File: config.mk
export PLATFORM = sky130hd
export DESIGN_NAME = pixel_operand_format_select
export DESIGN_NICKNAME = d
export VERILOG_FILES = /design/src/pixfmt_pkg.sv /design/src/operand_extract.sv /design/src/dest_merge.sv /design/src/pixel_operand_format_select.sv
export SDC_FILE = /design/constraint.sdc
export NUM_CORES = 1
export LEC_CHECK = 0
export BUFFER_PORTS_ARGS = -buffer_cell sky130_fd_sc_hd__buf_2
export CAP_MARGIN = 10
export CORE_MARGIN = 3
export CORE_UTILIZATION = 51
export CTS_BUF_LIST = sky130_fd_sc_hd__clkbuf_2 sky130_fd_sc_hd__clkbuf_4 sky130_fd_sc_hd__clkbuf_8
export DETAILED_ROUTE_END_ITERATION = 12
export HOLD_SLACK_MARGIN = 0.15
export PLACE_DENSITY = 0.86
export SYNTH_ARGS = -nofsm -noshare
export SYNTH_HDL_FRONTEND = slang
export SYNTH_SLANG_ARGS = --single-unit
export TNS_END_PERCENT = 1
File: constraint.sdc
create_clock -name pclk -period 2.1 [get_ports pclk]
set_input_delay 0.42 -clock pclk [delete_from_list [all_inputs] [get_ports pclk]]
set_output_delay 0.42 -clock pclk [all_outputs]
set_load 0.01 [all_outputs]
File: src/pixfmt_pkg.sv
package pixfmt_pkg;
  localparam int DATA_W = 32;
  localparam int ADDR_W = 8;
  // register byte addresses
  localparam logic [7:0] ADDR_MODE = 8'h00;
  localparam logic [7:0] ADDR_ROP = 8'h04;
  localparam logic [7:0] ADDR_WMASK = 8'h08;
  localparam logic [7:0] ADDR_FG = 8'h0c;
  localparam logic [7:0] ADDR_BG = 8'h10;
  localparam logic [7:0] ADDR_BLK = 8'h14;
  localparam logic [7:0] ADDR_DEEP = 8'h18;
  localparam logic [7:0] ADDR_STAT = 8'h1c;
  // field positions
  localparam int MODE_LO = 0;
  localparam int MODE_HI = 3;
  localparam int SRC_BM_LO = 8;
  localparam int SRC_BM_HI = 10;
  localparam int SRC_BY_LO = 11;
  localparam int SRC_BY_HI = 12;
  localparam int ZFMT_BIT = 14;
  localparam int DST_BM_LO = 8;
  localparam int DST_BM_HI = 9;
  localparam int DST_BY_LO = 10;
  localparam int DST_BY_HI = 11;
  localparam int STAT_FMT_BIT = 0;
  localparam int STAT_DEPTH_BIT = 1;
  // reset values
  localparam logic [31:0] MODE_RST = 32'h0000_0000;
  localparam logic [31:0] ROP_RST = 32'h0000_0000;
  localparam logic [31:0] WMASK_RST = 32'hffff_ffff;
  localparam logic [31:0] COLOUR_RST = 32'h0000_0000;
  // source bitmap codes
  localparam logic [2:0] SRC_PACKED = 3'h0;
  localparam logic [2:0] SRC_UNPACKED = 3'h1;
  localparam logic [2:0] SRC_NIB0 = 3'h2;
  localparam logic [2:0] SRC_TRUE = 3'h3;
  localparam logic [2:0] SRC_NIB1 = 3'h4;
  // destination bitmap codes
  localparam logic [1:0] DST_PACKED = 2'h0;
  localparam logic [1:0] DST_UNPACKED = 2'h1;
  localparam logic [1:0] DST_NIB = 2'h2;
  localparam logic [1:0] DST_TRUE = 2'h3;
  typedef enum logic [3:0] {
    M_SIMPLE, M_SIMPLE_Z, M_OPQ_STIP, M_OPQ_LINE, M_TRN_STIP, M_TRN_LINE,
    M_BLK_STIP, M_BLK_FILL, M_INTERP, M_INTERP_Z, M_COPY, M_DMA_RD, M_DMA_WR
  } mode_type;
endpackage

File: src/operand_extract.sv
module operand_extract (
  // frame-buffer source dword
  input wire logic [31:0] src_word,
  // format select
  input wire logic [2:0] src_bm,
  input wire logic [1:0] src_byte,
  // internal operand
  output logic [31:0] operand
);
  logic [7:0] sel_byte;
  logic [3:0] red;
  logic [3:0] green;
  logic [3:0] blue;

  // byte code 3 reaches the tag byte
  assign sel_byte = src_word[8*src_byte +: 8];

  always_comb begin
    red = src_word[19:16];
    green = src_word[11:8];
    blue = src_word[3:0];
    if (src_bm == pixfmt_pkg::SRC_NIB1) begin
      red = src_word[23:20];
      green = src_word[15:12];
      blue = src_word[7:4];
    end
  end

  always_comb begin
    unique case (src_bm)
      // one pixel per dword: unpacked pixel lands in the low byte
      pixfmt_pkg::SRC_UNPACKED: operand = {24'h00_0000, sel_byte};
      // duplicated into both nibble layouts; plane mask picks one
      pixfmt_pkg::SRC_NIB0, pixfmt_pkg::SRC_NIB1:
        operand = {src_word[31:24], red, red, green, green, blue, blue};
      default: operand = src_word;
    endcase
  end
endmodule

File: src/dest_merge.sv
module dest_merge (
  // operand and current dword
  input wire logic [31:0] new_op,
  input wire logic [31:0] old_word,
  input wire logic [31:0] plane_mask,
  // format select
  input wire logic [1:0] dst_bm,
  input wire logic [1:0] dst_byte,
  // merged dword
  output logic [31:0] merged
);
  logic [3:0] lane;
  logic [31:0] placed;

  always_comb begin
    lane = 4'hf;
    placed = new_op;
    if (dst_bm == pixfmt_pkg::DST_UNPACKED) begin
      lane = 4'h1 << dst_byte;
      placed = {4{new_op[7:0]}};
    end
  end

  // untouched lanes keep the co-resident bitmaps intact
  genvar i;
  generate
    for (i = 0; i < 4; i++) begin : g_lane
      logic [7:0] en;
      assign en = plane_mask[8*i +: 8] & {8{lane[i]}};
      assign merged[8*i +: 8] = (old_word[8*i +: 8] & ~en) | (placed[8*i +: 8] & en);
    end
  endgenerate
endmodule

File: src/pixel_operand_format_select.sv
module pixel_operand_format_select (
  // clock and reset
  input wire logic pclk,
  input wire logic presetn,
  // apb slave
  input wire logic psel,
  input wire logic penable,
  input wire logic pwrite,
  input wire logic [pixfmt_pkg::ADDR_W-1:0] paddr,
  input wire logic [31:0] pwdata,
  output logic [31:0] prdata,
  output logic pready,
  output logic pslverr,
  // operation request
  input wire logic op_valid,
  input wire logic stip_fg,
  input wire logic [31:0] pci_data,
  input wire logic [31:0] interp_data,
  input wire logic [31:0] fb_src_data,
  input wire logic [31:0] fb_dst_old,
  input wire logic [23:0] z_new,
  input wire logic [7:0] stencil_new,
  // frame buffer write
  output logic fb_wr_valid,
  output logic [31:0] fb_wr_data,
  // depth/stencil write
  output logic z_wr_valid,
  output logic [31:0] z_wr_data,
  // pci memory write
  output logic pci_wr_valid,
  output logic [31:0] pci_wr_data,
  // format or depth fault pulse
  output logic op_fault
);
  logic [31:0] mode_control_reg_r;
  logic [31:0] raster_operation_reg_r;
  logic [31:0] write_bit_mask_reg_r;
  logic [31:0] foreground_colour_reg_r;
  logic [31:0] background_colour_reg_r;
  logic [31:0] block_colour_reg_r;
  logic deep_r;
  logic fmt_err_r;
  logic depth_err_r;
  logic pready_r;
  logic pslverr_r;
  logic [31:0] prdata_r;
  logic fb_wr_valid_r;
  logic [31:0] fb_wr_data_r;
  logic z_wr_valid_r;
  logic [31:0] z_wr_data_r;
  logic pci_wr_valid_r;
  logic [31:0] pci_wr_data_r;
  logic op_fault_r;

  logic acc;
  logic wr_en;
  logic mapped;
  logic [31:0] rd_mux;
  logic [31:0] stat_word;
  pixfmt_pkg::mode_type mode;
  logic [2:0] src_bm;
  logic [1:0] src_byte;
  logic [1:0] dst_bm;
  logic [1:0] dst_byte;
  logic z_shallow;
  logic [31:0] fb_operand;
  logic [31:0] src_op;
  logic [31:0] merged;
  logic is_depth;
  logic fmt_bad;
  logic depth_bad;
  logic [1:0] src_cls;
  logic [1:0] dst_cls;

  assign mode = pixfmt_pkg::mode_type'(mode_control_reg_r[pixfmt_pkg::MODE_HI:pixfmt_pkg::MODE_LO]);
  assign src_bm = mode_control_reg_r[pixfmt_pkg::SRC_BM_HI:pixfmt_pkg::SRC_BM_LO];
  assign src_byte = mode_control_reg_r[pixfmt_pkg::SRC_BY_HI:pixfmt_pkg::SRC_BY_LO];
  assign dst_bm = raster_operation_reg_r[pixfmt_pkg::DST_BM_HI:pixfmt_pkg::DST_BM_LO];
  assign dst_byte = raster_operation_reg_r[pixfmt_pkg::DST_BY_HI:pixfmt_pkg::DST_BY_LO];
  assign z_shallow = mode_control_reg_r[pixfmt_pkg::ZFMT_BIT];

  // apb: one wait state so read data comes from a flop
  assign acc = psel & penable;
  assign wr_en = acc & pwrite & pready_r;
  assign pready = pready_r;
  assign pslverr = pslverr_r;
  assign prdata = prdata_r;

  assign stat_word = {30'h0000_0000, depth_err_r, fmt_err_r};

  always_comb begin
    mapped = 1'b1;
    rd_mux = 32'h0000_0000;
    case (paddr)
      pixfmt_pkg::ADDR_MODE: rd_mux = mode_control_reg_r;
      pixfmt_pkg::ADDR_ROP: rd_mux = raster_operation_reg_r;
      pixfmt_pkg::ADDR_WMASK: rd_mux = write_bit_mask_reg_r;
      pixfmt_pkg::ADDR_FG: rd_mux = foreground_colour_reg_r;
      pixfmt_pkg::ADDR_BG: rd_mux = background_colour_reg_r;
      pixfmt_pkg::ADDR_BLK: rd_mux = block_colour_reg_r;
      pixfmt_pkg::ADDR_DEEP: rd_mux = {31'h0000_0000, deep_r};
      pixfmt_pkg::ADDR_STAT: rd_mux = stat_word;
      default: mapped = 1'b0;
    endcase
  end

  always_ff @(posedge pclk or negedge presetn) begin
    if (!presetn) begin
      pready_r <= 1'b0;
      pslverr_r <= 1'b0;
      prdata_r <= 32'h0000_0000;
    end else begin
      pready_r <= acc & ~pready_r;
      pslverr_r <= acc & ~pready_r & ~mapped;
      prdata_r <= (acc & ~pready_r & ~pwrite) ? rd_mux : 32'h0000_0000;
    end
  end

  always_ff @(posedge pclk or negedge presetn) begin
    if (!presetn) begin
      mode_control_reg_r <= pixfmt_pkg::MODE_RST;
      raster_operation_reg_r <= pixfmt_pkg::ROP_RST;
      write_bit_mask_reg_r <= pixfmt_pkg::WMASK_RST;
      foreground_colour_reg_r <= pixfmt_pkg::COLOUR_RST;
      background_colour_reg_r <= pixfmt_pkg::COLOUR_RST;
      block_colour_reg_r <= pixfmt_pkg::COLOUR_RST;
      deep_r <= 1'b0;
    end else if (wr_en) begin
      case (paddr)
        pixfmt_pkg::ADDR_MODE: mode_control_reg_r <= pwdata;
        pixfmt_pkg::ADDR_ROP: raster_operation_reg_r <= pwdata;
        pixfmt_pkg::ADDR_WMASK: write_bit_mask_reg_r <= pwdata;
        pixfmt_pkg::ADDR_FG: foreground_colour_reg_r <= pwdata;
        pixfmt_pkg::ADDR_BG: background_colour_reg_r <= pwdata;
        pixfmt_pkg::ADDR_BLK: block_colour_reg_r <= pwdata;
        pixfmt_pkg::ADDR_DEEP: deep_r <= pwdata[0];
        default: ;
      endcase
    end
  end

  // sticky faults; a new fault beats a same-cycle clear
  always_ff @(posedge pclk or negedge presetn) begin
    if (!presetn) begin
      fmt_err_r <= 1'b0;
      depth_err_r <= 1'b0;
    end else begin
      if (op_valid & fmt_bad)
        fmt_err_r <= 1'b1;
      else if (wr_en && paddr == pixfmt_pkg::ADDR_STAT && pwdata[pixfmt_pkg::STAT_FMT_BIT])
        fmt_err_r <= 1'b0;
      if (op_valid & depth_bad)
        depth_err_r <= 1'b1;
      else if (wr_en && paddr == pixfmt_pkg::ADDR_STAT && pwdata[pixfmt_pkg::STAT_DEPTH_BIT])
        depth_err_r <= 1'b0;
    end
  end

  operand_extract u_extract (
    .src_word(fb_src_data),
    .src_bm(src_bm),
    .src_byte(src_byte),
    .operand(fb_operand)
  );

  // source origin per mode
  always_comb begin
    unique case (mode)
      pixfmt_pkg::M_OPQ_STIP, pixfmt_pkg::M_OPQ_LINE,
      pixfmt_pkg::M_TRN_STIP, pixfmt_pkg::M_TRN_LINE:
        src_op = stip_fg ? foreground_colour_reg_r : background_colour_reg_r;
      pixfmt_pkg::M_BLK_STIP, pixfmt_pkg::M_BLK_FILL:
        src_op = {4{block_colour_reg_r[7:0]}};
      pixfmt_pkg::M_INTERP, pixfmt_pkg::M_INTERP_Z: src_op = interp_data;
      // byte fields only apply where the frame buffer is the source
      pixfmt_pkg::M_COPY, pixfmt_pkg::M_DMA_WR: src_op = fb_operand;
      default: src_op = pci_data;
    endcase
  end

  dest_merge u_merge (
    .new_op(src_op),
    .old_word(fb_dst_old),
    .plane_mask(write_bit_mask_reg_r),
    .dst_bm(dst_bm),
    .dst_byte(dst_byte),
    .merged(merged)
  );

  // depth-class of each operand: 0 bytes, 1 nibbles, 2 true colour
  always_comb begin
    src_cls = 2'h0;
    if (src_bm == pixfmt_pkg::SRC_NIB0 || src_bm == pixfmt_pkg::SRC_NIB1)
      src_cls = 2'h1;
    else if (src_bm == pixfmt_pkg::SRC_TRUE)
      src_cls = 2'h2;
    dst_cls = 2'h0;
    if (dst_bm == pixfmt_pkg::DST_NIB)
      dst_cls = 2'h1;
    else if (dst_bm == pixfmt_pkg::DST_TRUE)
      dst_cls = 2'h2;
  end

  assign is_depth = (mode == pixfmt_pkg::M_SIMPLE_Z) || (mode == pixfmt_pkg::M_INTERP_Z);
  // only a 32-bpp frame buffer carries depth; shallow needs the unpacked bitmap at byte 0
  assign depth_bad = is_depth & (~deep_r | (z_shallow & (dst_bm != pixfmt_pkg::DST_UNPACKED
                     || dst_byte != 2'h0)));
  // format faults are flagged, the operation still runs
  assign fmt_bad =
      ((mode == pixfmt_pkg::M_COPY || mode == pixfmt_pkg::M_DMA_RD || mode == pixfmt_pkg::M_DMA_WR)
       && src_cls != dst_cls)
    | (mode == pixfmt_pkg::M_DMA_WR && dst_bm == pixfmt_pkg::DST_UNPACKED)
    | (mode == pixfmt_pkg::M_DMA_RD && src_bm == pixfmt_pkg::SRC_UNPACKED)
    | ((mode == pixfmt_pkg::M_BLK_STIP || mode == pixfmt_pkg::M_BLK_FILL) && deep_r
       && dst_bm == pixfmt_pkg::DST_PACKED);

  // results register one cycle after the request
  always_ff @(posedge pclk or negedge presetn) begin
    if (!presetn) begin
      fb_wr_valid_r <= 1'b0;
      fb_wr_data_r <= 32'h0000_0000;
      pci_wr_valid_r <= 1'b0;
      pci_wr_data_r <= 32'h0000_0000;
      op_fault_r <= 1'b0;
    end else begin
      fb_wr_valid_r <= op_valid && mode != pixfmt_pkg::M_DMA_WR
                       && !(is_depth && z_shallow);
      fb_wr_data_r <= merged;
      pci_wr_valid_r <= op_valid && mode == pixfmt_pkg::M_DMA_WR;
      pci_wr_data_r <= src_op;
      op_fault_r <= op_valid & (fmt_bad | depth_bad);
    end
  end

  always_ff @(posedge pclk or negedge presetn) begin
    if (!presetn) begin
      z_wr_valid_r <= 1'b0;
      z_wr_data_r <= 32'h0000_0000;
    end else begin
      z_wr_valid_r <= op_valid & is_depth & deep_r;
      if (z_shallow)
        z_wr_data_r <= {stencil_new, z_new[15:0], merged[7:0]};
      else
        z_wr_data_r <= {stencil_new, z_new};
    end
  end

  assign fb_wr_valid = fb_wr_valid_r;
  assign fb_wr_data = fb_wr_data_r;
  assign z_wr_valid = z_wr_valid_r;
  assign z_wr_data = z_wr_data_r;
  assign pci_wr_valid = pci_wr_valid_r;
  assign pci_wr_data = pci_wr_data_r;
  assign op_fault = op_fault_r;
endmodule

# After elaboration in Yosys (flattened, before gate mapping)
# Cells that the tools add are included.
dict set report totals {
  regBits 329
  wordCells 149
  out_inout_bits 134
  in_bits 207
}
dict set report classes {
  n_eq_ne 29
  shift 2
  bitwise 42
  muxes 20
  reduce_logical 37
}
# cell count
set op_table {}
lappend op_table {{$pmux 32 s8} 1}
lappend op_table {{$pmux 32 s4} 1}
lappend op_table {{$and 8x8->8} 12}
lappend op_table {{$mux 32} 3}
lappend op_table {{$pmux 32 s2} 1}
lappend op_table {{$eq 8x5->1 const B} 4}
lappend op_table {{$not 8->8} 4}
lappend op_table {{$or 8x8->8} 4}
lappend op_table {{$shiftx 32x6->8} 1}
lappend op_table {{$mux 24} 1}
lappend op_table {{$eq 4x4->1 const B} 5}
lappend op_table {{$eq 4x3->1 const B} 4}
lappend op_table {{$eq 8x4->1 const B} 2}
lappend op_table {{$mux 4} 4}
lappend op_table {{$reduce_and 2->1} 7}
lappend op_table {{$and 1x1->1} 13}
lappend op_table {{$logic_and 1x1->1} 12}
lappend op_table {{$eq 4x2->1 const B} 2}
lappend op_table {{$eq 8x3->1 const B} 1}
lappend op_table {{$logic_not 8->1} 1}
lappend op_table {{$mux 2} 4}
lappend op_table {{$reduce_or 2->1} 4}
lappend op_table {{$reduce_or 8->1} 1}
lappend op_table {{$eq 3x2->1 const B} 2}
lappend op_table {{17 further kinds} 36}

# Longest topological paths before layout
# Gate-level depths: netlist of the first run.
dict set report logic_depth {
  ltp_word 10
  ltp_mapped 8
  depth_no_buf 5
}

# Modules after synthesis
# From an unflattened synthesis of the first run, not the netlist that was laid out.
dict set report hier_totals {
  hier_cells 1328
  hier_area_um2 16445.8
}
# mod instances seq_area_each_um2 cells_per_inst area_each_um2
set modules_own_cells {}
lappend modules_own_cells {pixel_operand_format_select 1 8272.9 1065 14590.2}
lappend modules_own_cells {dest_merge 1 0.0 131 965.9}
lappend modules_own_cells {operand_extract 1 0.0 132 889.6}

# Worst setup path after synthesis of the first run
# Ideal clock, no wire load.
dict set report synth_timing {
  kind {in2reg}
  from {input port paddr[1] (netlist bit)}
  to {register write_bit_mask_reg_r[10]}
  arrival_ns 2.470
  path_stages 6
  path_slack_ns -0.453
  n_path_buf 2
  setup_ns 0.082
  path_cell_list {or4_1 > or3_1 > buf_6 > nor4b_4 > buf_6 > mux2_2}
}
dict set report synth_between {
  elab_chain_cells 2
}
# element line
set synth_rtl {}
lappend synth_rtl {{start: declaration} pixel_operand_format_select.sv:9} ;# input wire logic [pixfmt_pkg::ADDR_W-1:0] paddr,
lappend synth_rtl {{$eq 8x4->1} pixel_operand_format_select.sv:129} ;# case (paddr)
lappend synth_rtl {{$reduce_and 2->1 (no source line)} n/a}
lappend synth_rtl {{end signal: assignment} pixel_operand_format_select.sv:123} ;# write_bit_mask_reg_r <= pixfmt_pkg::WMASK_RST;
lappend synth_rtl {{end signal: assignment} pixel_operand_format_select.sv:132} ;# pixfmt_pkg::ADDR_WMASK: write_bit_mask_reg_r <= pwdata;
lappend synth_rtl {{end: declaration} pixel_operand_format_select.sv:37} ;# logic [31:0] write_bit_mask_reg_r;
# No other way between the ends.
# A chain may end at the register's enable or synchronous reset.

# Worst setup path in the final report of the first run
dict set report layout_timing {
  from {register mode_control_reg_r[11]}
  to {register fb_wr_data_r[10], in the netlist fb_wr_data[10]}
}
dict set report layout_between {
  elab_chain_cells 6
}
# element line
set layout_rtl {}
lappend layout_rtl {{start: declaration} pixel_operand_format_select.sv:35} ;# logic [31:0] mode_control_reg_r;
lappend layout_rtl {{start signal: assignment} pixel_operand_format_select.sv:121} ;# mode_control_reg_r <= pixfmt_pkg::MODE_RST;
lappend layout_rtl {{start signal: assignment} pixel_operand_format_select.sv:130} ;# pixfmt_pkg::ADDR_MODE: mode_control_reg_r <= pwdata;
lappend layout_rtl {{$shiftx 32x6->8} operand_extract.sv:16} ;# assign sel_byte = src_word[8*src_byte +: 8];
lappend layout_rtl {{$pmux 32 s2} operand_extract.sv:30} ;# unique case (src_bm)
lappend layout_rtl {{$pmux 32 s4} pixel_operand_format_select.sv:168} ;# unique case (mode)
lappend layout_rtl {{$mux 32} dest_merge.sv:18} ;# if (dst_bm == pixfmt_pkg::DST_UNPACKED) begin
lappend layout_rtl {{$and 8x8->8} dest_merge.sv:30} ;# assign merged[8*i +: 8] = (old_word[8*i +: 8] & ~en) | (placed[8*i +: 8] & en);
lappend layout_rtl {{$or 8x8->8} dest_merge.sv:30}
lappend layout_rtl {{named net merged[10]} pixel_operand_format_select.sv:68} ;# logic [31:0] merged;
lappend layout_rtl {{end signal: assignment} pixel_operand_format_select.sv:228} ;# fb_wr_data_r <= merged;
lappend layout_rtl {{end: declaration} pixel_operand_format_select.sv:48} ;# logic [31:0] fb_wr_data_r;
# The timed path passes the listed nets, and every way through them passes these cells.

==> impl_metrics.py, run 1 <==
metrics = {
    "power_and_ir_drop": {
        "combPwrFrac_pct": 9.2,
        "p_leak_nw": 11.1,
        "ir_worst_vdd_mv": 0.441,
        "power.total_mw": 13.7,
        "cellPowerDensity_mw_per_mm2": 602,
        "sw_frac_of_total_pct": 24.5,
        "p_int_mw": 10.3,
        "switchingPower_mw": 3.35,
        "pwr-share-clk_pct": 43.4,
        "seq_power_share_pct": 47.4,
    },
    "sta": {
        "timing_hold_violations_final": 0,
        "rsz0062_at_grt": "yes",
        "max_freq_mhz": 455,
        "relSlewSlack_pct": 33.7,
        "fin_skew_ps": 15.0,
        "layout_setup_ws_ps": -95.4,
        "finalCritPeriodShare_pct": 105,
        "drv_slew": 0,
        "setup-tns-final_ps": -530,
        "setup_viol": 13,
        "worst_pin_slew_ps": 992,
        "min_period_ps": 2200,
    },
    "synth": {
        "yosysMostFrequentCell": "dfrtp_1",
        "synth_seq_area_share_pct": 51.5,
        "synth_nets": 1609,
        "syn_area_per_cell_sq_um": 11.5,
        "synth_edf_count": 0,
        "synth-async-reset-ratio_pct": 100,
        "yosysWarnings": 0,
        "synth-main-ff-cell": "dfrtp_1",
        "synth_top_area_share_pct": 46.2,
        "synthCells": 1402,
        "synth_top_area_cell": "dfrtp_1",
        "netlist_top_cells_count": "dfrtp_1 (297), mux2_2 (207), nand2_1 (105), clkbuf_1 (70), a21oi_1 (57)",
        "syn_area_sq_mm": 0.0161,
        "yosys-top-cells-area": "dfrtp_1 (46%), mux2_2 (15%), dfstp_2 (5.2%), mux2i_1 (2.5%), nand2_1 (2.5%)",
        "ys_ff_latch": 329,
        "synth_cell_types": 66,
    },
    "layout": {
        "n_fill_cell": 2056,
        "final_nets": 2270,
        "area_delta_synth_final_pct": 41.2,
        "drive_above_1_share_pct": 48.1,
    },
    "run": {
        "drv_cap": 0,
    },
    "detailed_routing": {
        "avgViaCountPerCell": 6.31,
        "wire_per_inst_um": 26.2,
        "drtIter0Drc": 2078,
        "drtPass1Iterations": 8,
        "drc_errors": 0,
        "drtAntennaViolNets": 0,
        "via_count": 15800,
        "wl_um": 65600,
    },
    "critical_path": {
        "r2r_setup_slack_ps": -100,
        "rr_startpoint": "mode_control_reg_r[11]",
        "critPathCapture": "fb_wr_data[10]",
        "cp.required_ps": 2560,
        "ff2ff_path_depth": 7,
        "crit_type": "reg2reg",
        "cp-startpoint": "mode_control_reg_r[11]",
        "cp_max_fo": 5,
        "rr_endpoint": "fb_wr_data[10]",
        "cp-end-kind": "register",
        "arrival_ps": 2660,
        "cp-start-kind": "register",
    },
    "clock_network": {
        "cts_sinks": 329,
        "cts-htree-levels": 2,
        "clk_latency_ps": 600,
        "root_buffer": "clkbuf_8",
        "clock_path_buffers": 3,
        "cts_tree": "yes",
        "clk_pin_slew_worst_paths_ps": 70,
        "cts_buffers": 53,
    },
    "global_route": {
        "overflow": 0,
        "grt_max_degree": 68,
        "antenna_found_initial": 5,
        "first_global_vias": 15900,
        "grt.total_usage_pct": 37.5,
        "grt_pass1_wl_um": 96200,
    },
    "floorplanning": {
        "num_rows": 64,
        "die_height_um": 184,
        "start_util_pct": 52.1,
        "core_sq_mm": 0.0308,
        "ios": 341,
        "dieWidth_um": 184,
        "die_area_sq_mm": 0.0337,
    },
    "placement": {
        "routabilityCongestion": 0.942,
        "dp_hpwl_um": 46800,
        "port_buffers": 340,
    },
    "status": {
        "violations": "negative setup slack",
        "status": "finished with violations",
    },
    "worst_hold_path": {
        "min-delay-path-class": "in2reg",
    },
}
[area by class of cell]
| type | instances | area, sq um | area share, % |
|---|---|---|---|
| inverters | 38 | 143 | 0.628 |
| clock buffers | 92 | 1110 | 4.89 |
| diodes | 4 | 10.0 | 0.0441 |
| repair buffers | 712 | 5050 | 22.2 |
| well taps | 396 | 495 | 2.18 |
| clock inverters | 5 | 35.0 | 0.154 |
| flip-flops and latches | 329 | 8280 | 36.5 |
| multi-input cells | 929 | 7570 | 33.4 |
[power groups by stage]
stage	sequential [mW]	combinational, mW	clock (mW)
after floorplan	6.61	0.258	0
after global placement	6.58	0.988	0
after detailed placement	6.58	1.01	0
after CTS	6.47	1.20	5.95
after global routing	6.48	1.32	6.25
final	6.48	1.25	5.93
[worst min path at each step]
stage / start / endpoint / slack (ps) / cells past startpoint
4_1_cts: pwdata[11] / raster_operation_reg_r[11] / 150 / 3
6_report: pwdata[28] / block_colour_reg_r[28] / 180 / 2
2_1_floorplan: presetn / background_colour_reg_r[0] / 120 / 0
5_1_grt: pwdata[28] / block_colour_reg_r[28] / 170 / 2
3_3_place_gp: presetn / z_wr_data[17] / 340 / 1
3_5_place_dp: presetn / z_wr_data[17] / 350 / 1
[metrics by stage]
step	area [sq um]	util, %	hold WS (ps)	worst slack (ps)	std cells
CTS	22400	72.6	151	-67.8	2492
global placement	19900	64.5	341	-478	2273
finish	22700	73.6	178	-95.4	2505
floorplan	16100	-	124	-399	1402
detailed placement	19900	64.5	350	-593	2273
global route	22700	73.6	172	-117	2504
[critical path, cell delays in order, from the launching register on]
cell and delay (ps):
dfrtp_2 450, buf_6 120, mux4_2 500, and4_1 160, a2111o_1 340, o211ai_1 210, buf_4 200, a31oi_4 80
[logic make-up (layout without fill, tap and decap cells)]
group / Yosys count / after routing / share of synthesized area (%)
compound gates: 367 / 368 / 16.6
buf+inv: 145 / 847 / 3.72
flops: 329 / 329 / 51.5
xor+xnor: 3 / 3 / 0.164
mux: 257 / 257 / 18.3
other cells: 0 / 4 / 0
simple gates: 301 / 301 / 9.83
[layer usage]
metal / vias up / track usage [%] / share of wire [%]
met5: - / 0 / 0.014
met4: 2 / 18.6 / 6.0
met3: 270 / 8.27 / 10
met2: 1144 / 61.1 / 47
met1: 7779 / 47.5 / 37
li1: 6621 / - / -
[flip-flops by register name (all words and copies together) (netlist names)]
signal and count:
pslverr 1, mode_control_reg_r 32, z_wr_valid 1, background_colour_reg_r 32
pready 1, pci_wr_data 32, deep_r 1, block_colour_reg_r 32
z_wr_data 32, op_fault 1, fmt_err_r 1, fb_wr_data 32
depth_err_r 1, raster_operation_reg_r 32, foreground_colour_reg_r 32, write_bit_mask_reg_r 32
prdata 32, fb_wr_valid 1, pci_wr_valid 1
[timing repair]
action,4_1_cts,5_1_grt
setup buffers,1,10
pin swaps,15,21
gates cloned,0,1
hold buffers,121,0
resized for setup,34,51
endpoints found under the setup margin,45,64
endpoints found under the hold margin,455,0
[layout by cell type (no fill, tap or decap), drive strengths merged, types with 26 or more instances in the layout]
master       synthesis  routed
mux2i               40      40
inv                 38      40
nor2                49      49
dlygate4sd3          0     121
o21ai               47      47
dfstp               32      32
dfrtp              297     297
nand2              105     105
mux2               209     209
a21oi               57      57
a31oi               49      49
clkbuf              70      92
a22o                26      26
buf                 37     591
o211ai              28      28
Power figures use the tool's default switching activity.
==> run 2: changes to the inputs <==
--- a/config.mk
+++ b/config.mk
@@ -8,11 +8,11 @@
 export BUFFER_PORTS_ARGS = -buffer_cell sky130_fd_sc_hd__buf_2
 export CAP_MARGIN = 10
 export CORE_MARGIN = 3
-export CORE_UTILIZATION = 51
+export CORE_UTILIZATION = 40
 export CTS_BUF_LIST = sky130_fd_sc_hd__clkbuf_2 sky130_fd_sc_hd__clkbuf_4 sky130_fd_sc_hd__clkbuf_8
 export DETAILED_ROUTE_END_ITERATION = 12
 export HOLD_SLACK_MARGIN = 0.15
-export PLACE_DENSITY = 0.86
+export PLACE_DENSITY = 0.72
 export SYNTH_ARGS = -nofsm -noshare
 export SYNTH_HDL_FRONTEND = slang
 export SYNTH_SLANG_ARGS = --single-unit
==> impl_metrics.py, run 2 (synthesis gave the netlist of run 1 again) <==
metrics = {
    "critical_path": {
        "cp.required_ps": 2630,
        "crit_family": "compound AO/OA/AOI/OAI gates",
        "slowest_stage": "dfrtp_1",
        "ff2ff_path_depth": 7,
        "cp_cell_sequence": "buf_12 -> a21o_4 -> a221o_1 -> a2111o_1 -> o211ai_1 -> buf_4 -> a31oi_2",
        "cp_max_fo": 7,
        "cpPeakStageDelay_ps": 430,
        "arrival_ps": 2670,
        "r2r_setup_slack_ps": -40,
        "rr_startpoint": "mode_control_reg_r[9]",
        "cp-start-kind": "register",
        "cp-end-kind": "register",
        "crit_type": "reg2reg",
        "rr_endpoint": "fb_wr_data[18]",
        "cp_num_buf_inv": 2,
    },
    "power_and_ir_drop": {
        "ir_worst_vdd_mv": 0.454,
        "power.total_mw": 14.0,
        "cellPowerDensity_mw_per_mm2": 612,
        "p_leak_nw": 11.0,
    },
    "detailed_routing": {
        "routed-wl-met3_um": 6930,
        "drtAntennaViolNets": 0,
        "wire_per_inst_um": 25.1,
        "via_count": 15400,
        "drc_errors": 0,
        "drtPass1Iterations": 6,
        "dr_wl_met2_um": 30400,
        "m1WireLength_um": 24800,
        "top_layer": "met5",
        "avgViaCountPerCell": 5.85,
        "drtIter0Drc": 1607,
        "wl_um": 65900,
    },
    "clock_network": {
        "cts-htree-levels": 2,
        "cts_sinks": 329,
        "cts_tree": "yes",
        "root_buffer": "clkbuf_8",
        "clk_pin_slew_worst_paths_ps": 60,
        "clk_latency_ps": 660,
        "cts_buffers": 55,
        "clock_path_buffers": 3,
    },
    "worst_hold_path": {
        "hold_path_end": "pci_wr_data[25]",
        "min_from": "pci_data[25]",
        "min-delay-path-class": "in2reg",
        "worstHoldPathCells": 3,
    },
    "sta": {
        "relSlewSlack_pct": 35.8,
        "setup_viol": 6,
        "max_freq_mhz": 467,
        "layout_setup_ws_ps": -41.6,
        "finalCritPeriodShare_pct": 102,
        "rsz0062_at_grt": "yes",
        "fin_skew_ps": 16.4,
        "timing_hold_violations_final": 0,
        "worst_pin_slew_ps": 962,
        "drv_slew": 0,
        "min_period_ps": 2140,
    },
    "floorplanning": {
        "core_sq_mm": 0.0392,
        "start_util_pct": 41.0,
        "num_rows": 72,
        "die_height_um": 206,
        "die_area_sq_mm": 0.0426,
        "ios": 341,
        "dieWidth_um": 206,
    },
    "layout": {
        "ff_latch_area_sq_mm": 0.00828,
        "final_nets": 2270,
        "final_cell_mix": "buf_2 (339), dfrtp_1 (291), mux2_2 (207), buf_4 (201), dlygate4sd3_1 (138)",
        "area_delta_synth_final_pct": 42.0,
        "multiInputGateArea_sq_mm": 0.00736,
        "n_fill_cell": 3159,
        "layout_commonest_cell": "buf_2",
        "final_area_sq_mm": 0.0228,
        "drive_above_1_share_pct": 46.1,
    },
    "global_route": {
        "overflow": 0,
        "grt.total_usage_pct": 30.2,
        "first_global_vias": 15700,
        "antenna_found_initial": 4,
        "grt_pass1_wl_um": 96400,
        "grt_max_degree": 79,
    },
    "placement": {
        "place_area_sq_mm": 0.0200,
        "routabilityCongestion": 0.953,
        "port_buffers": 340,
        "dp_hpwl_um": 47900,
    },
    "status": {
        "violations": "negative setup slack",
        "status": "finished with violations",
    },
    "run": {
        "drv_cap": 0,
    },
}
## run 2: worst max-delay path by stage
stage / start / endpoint / cells past startpoint
after global placement: paddr[1] / mode_control_reg_r[11] / 7
final: mode_control_reg_r[9] / fb_wr_data[18] / 7
after global routing: mode_control_reg_r[1] / fb_wr_data[21] / 5
after floorplan: paddr[1] / write_bit_mask_reg_r[10] / 6
after CTS: mode_control_reg_r[9] / fb_wr_data[18] / 7
after detailed placement: paddr[1] / mode_control_reg_r[12] / 7
## run 2: stage by stage
stage	hold slack (ps)	setup TNS [ps]	std cells	worst slack (ps)	util (%)
after detailed placement	352	-75900	2382	-570	51.1
after CTS	153	-192	2621	-40.6	57.9
after global routing	169	-1250	2624	-89.5	58.2
after global placement	348	-78970	2382	-559	51.1
after floorplan	124	-45570	1402	-399	-
final	172	-127	2625	-41.6	58.2
## run 2: worst reg2reg max path, delay by kind of cell (launching register included)
family	cells	cell delay, ps
compound gates	5	1230
flops	1	430
buf+inv	2	370
## run 2: power by group
part	switching [mW]	internal, mW	total, mW
registers	0.0433	6.43	6.48
logic	0.665	0.592	1.26
clock network	2.73	3.51	6.24
## run 2: timing repair
| item | 4_1_cts | 5_1_grt |
|---|---|---|
| cloned | 0 | 1 |
| resized for setup | 18 | 25 |
| buffers inserted | 1 | 2 |
| pin swaps | 8 | 12 |
| hold buffers | 138 | 0 |
| endpoints found under the setup margin | 35 | 60 |
| endpoints found under the hold margin | 589 | 0 |
## run 2: cell type report
| type | instances | area share [%] |
|---|---|---|
| Timing Repair Buffer | 710 | 22.7 |
| Antenna cell | 1 | 0.0110 |
| Tap cell | 518 | 2.84 |
| Multi-Input combinational cell | 929 | 32.3 |
| Clock inverter | 12 | 0.570 |
| Sequential cell | 329 | 36.3 |
| Clock buffer | 88 | 4.73 |
| Inverter | 38 | 0.625 |
## run 2: per-layer routing
layer | up-vias | track usage [%]
met3 | 221 | 7.36
li1 | 6591 | -
met1 | 7541 | 38.0
met4 | 8 | 15.9
met2 | 993 | 48.0
met5 | - | 0
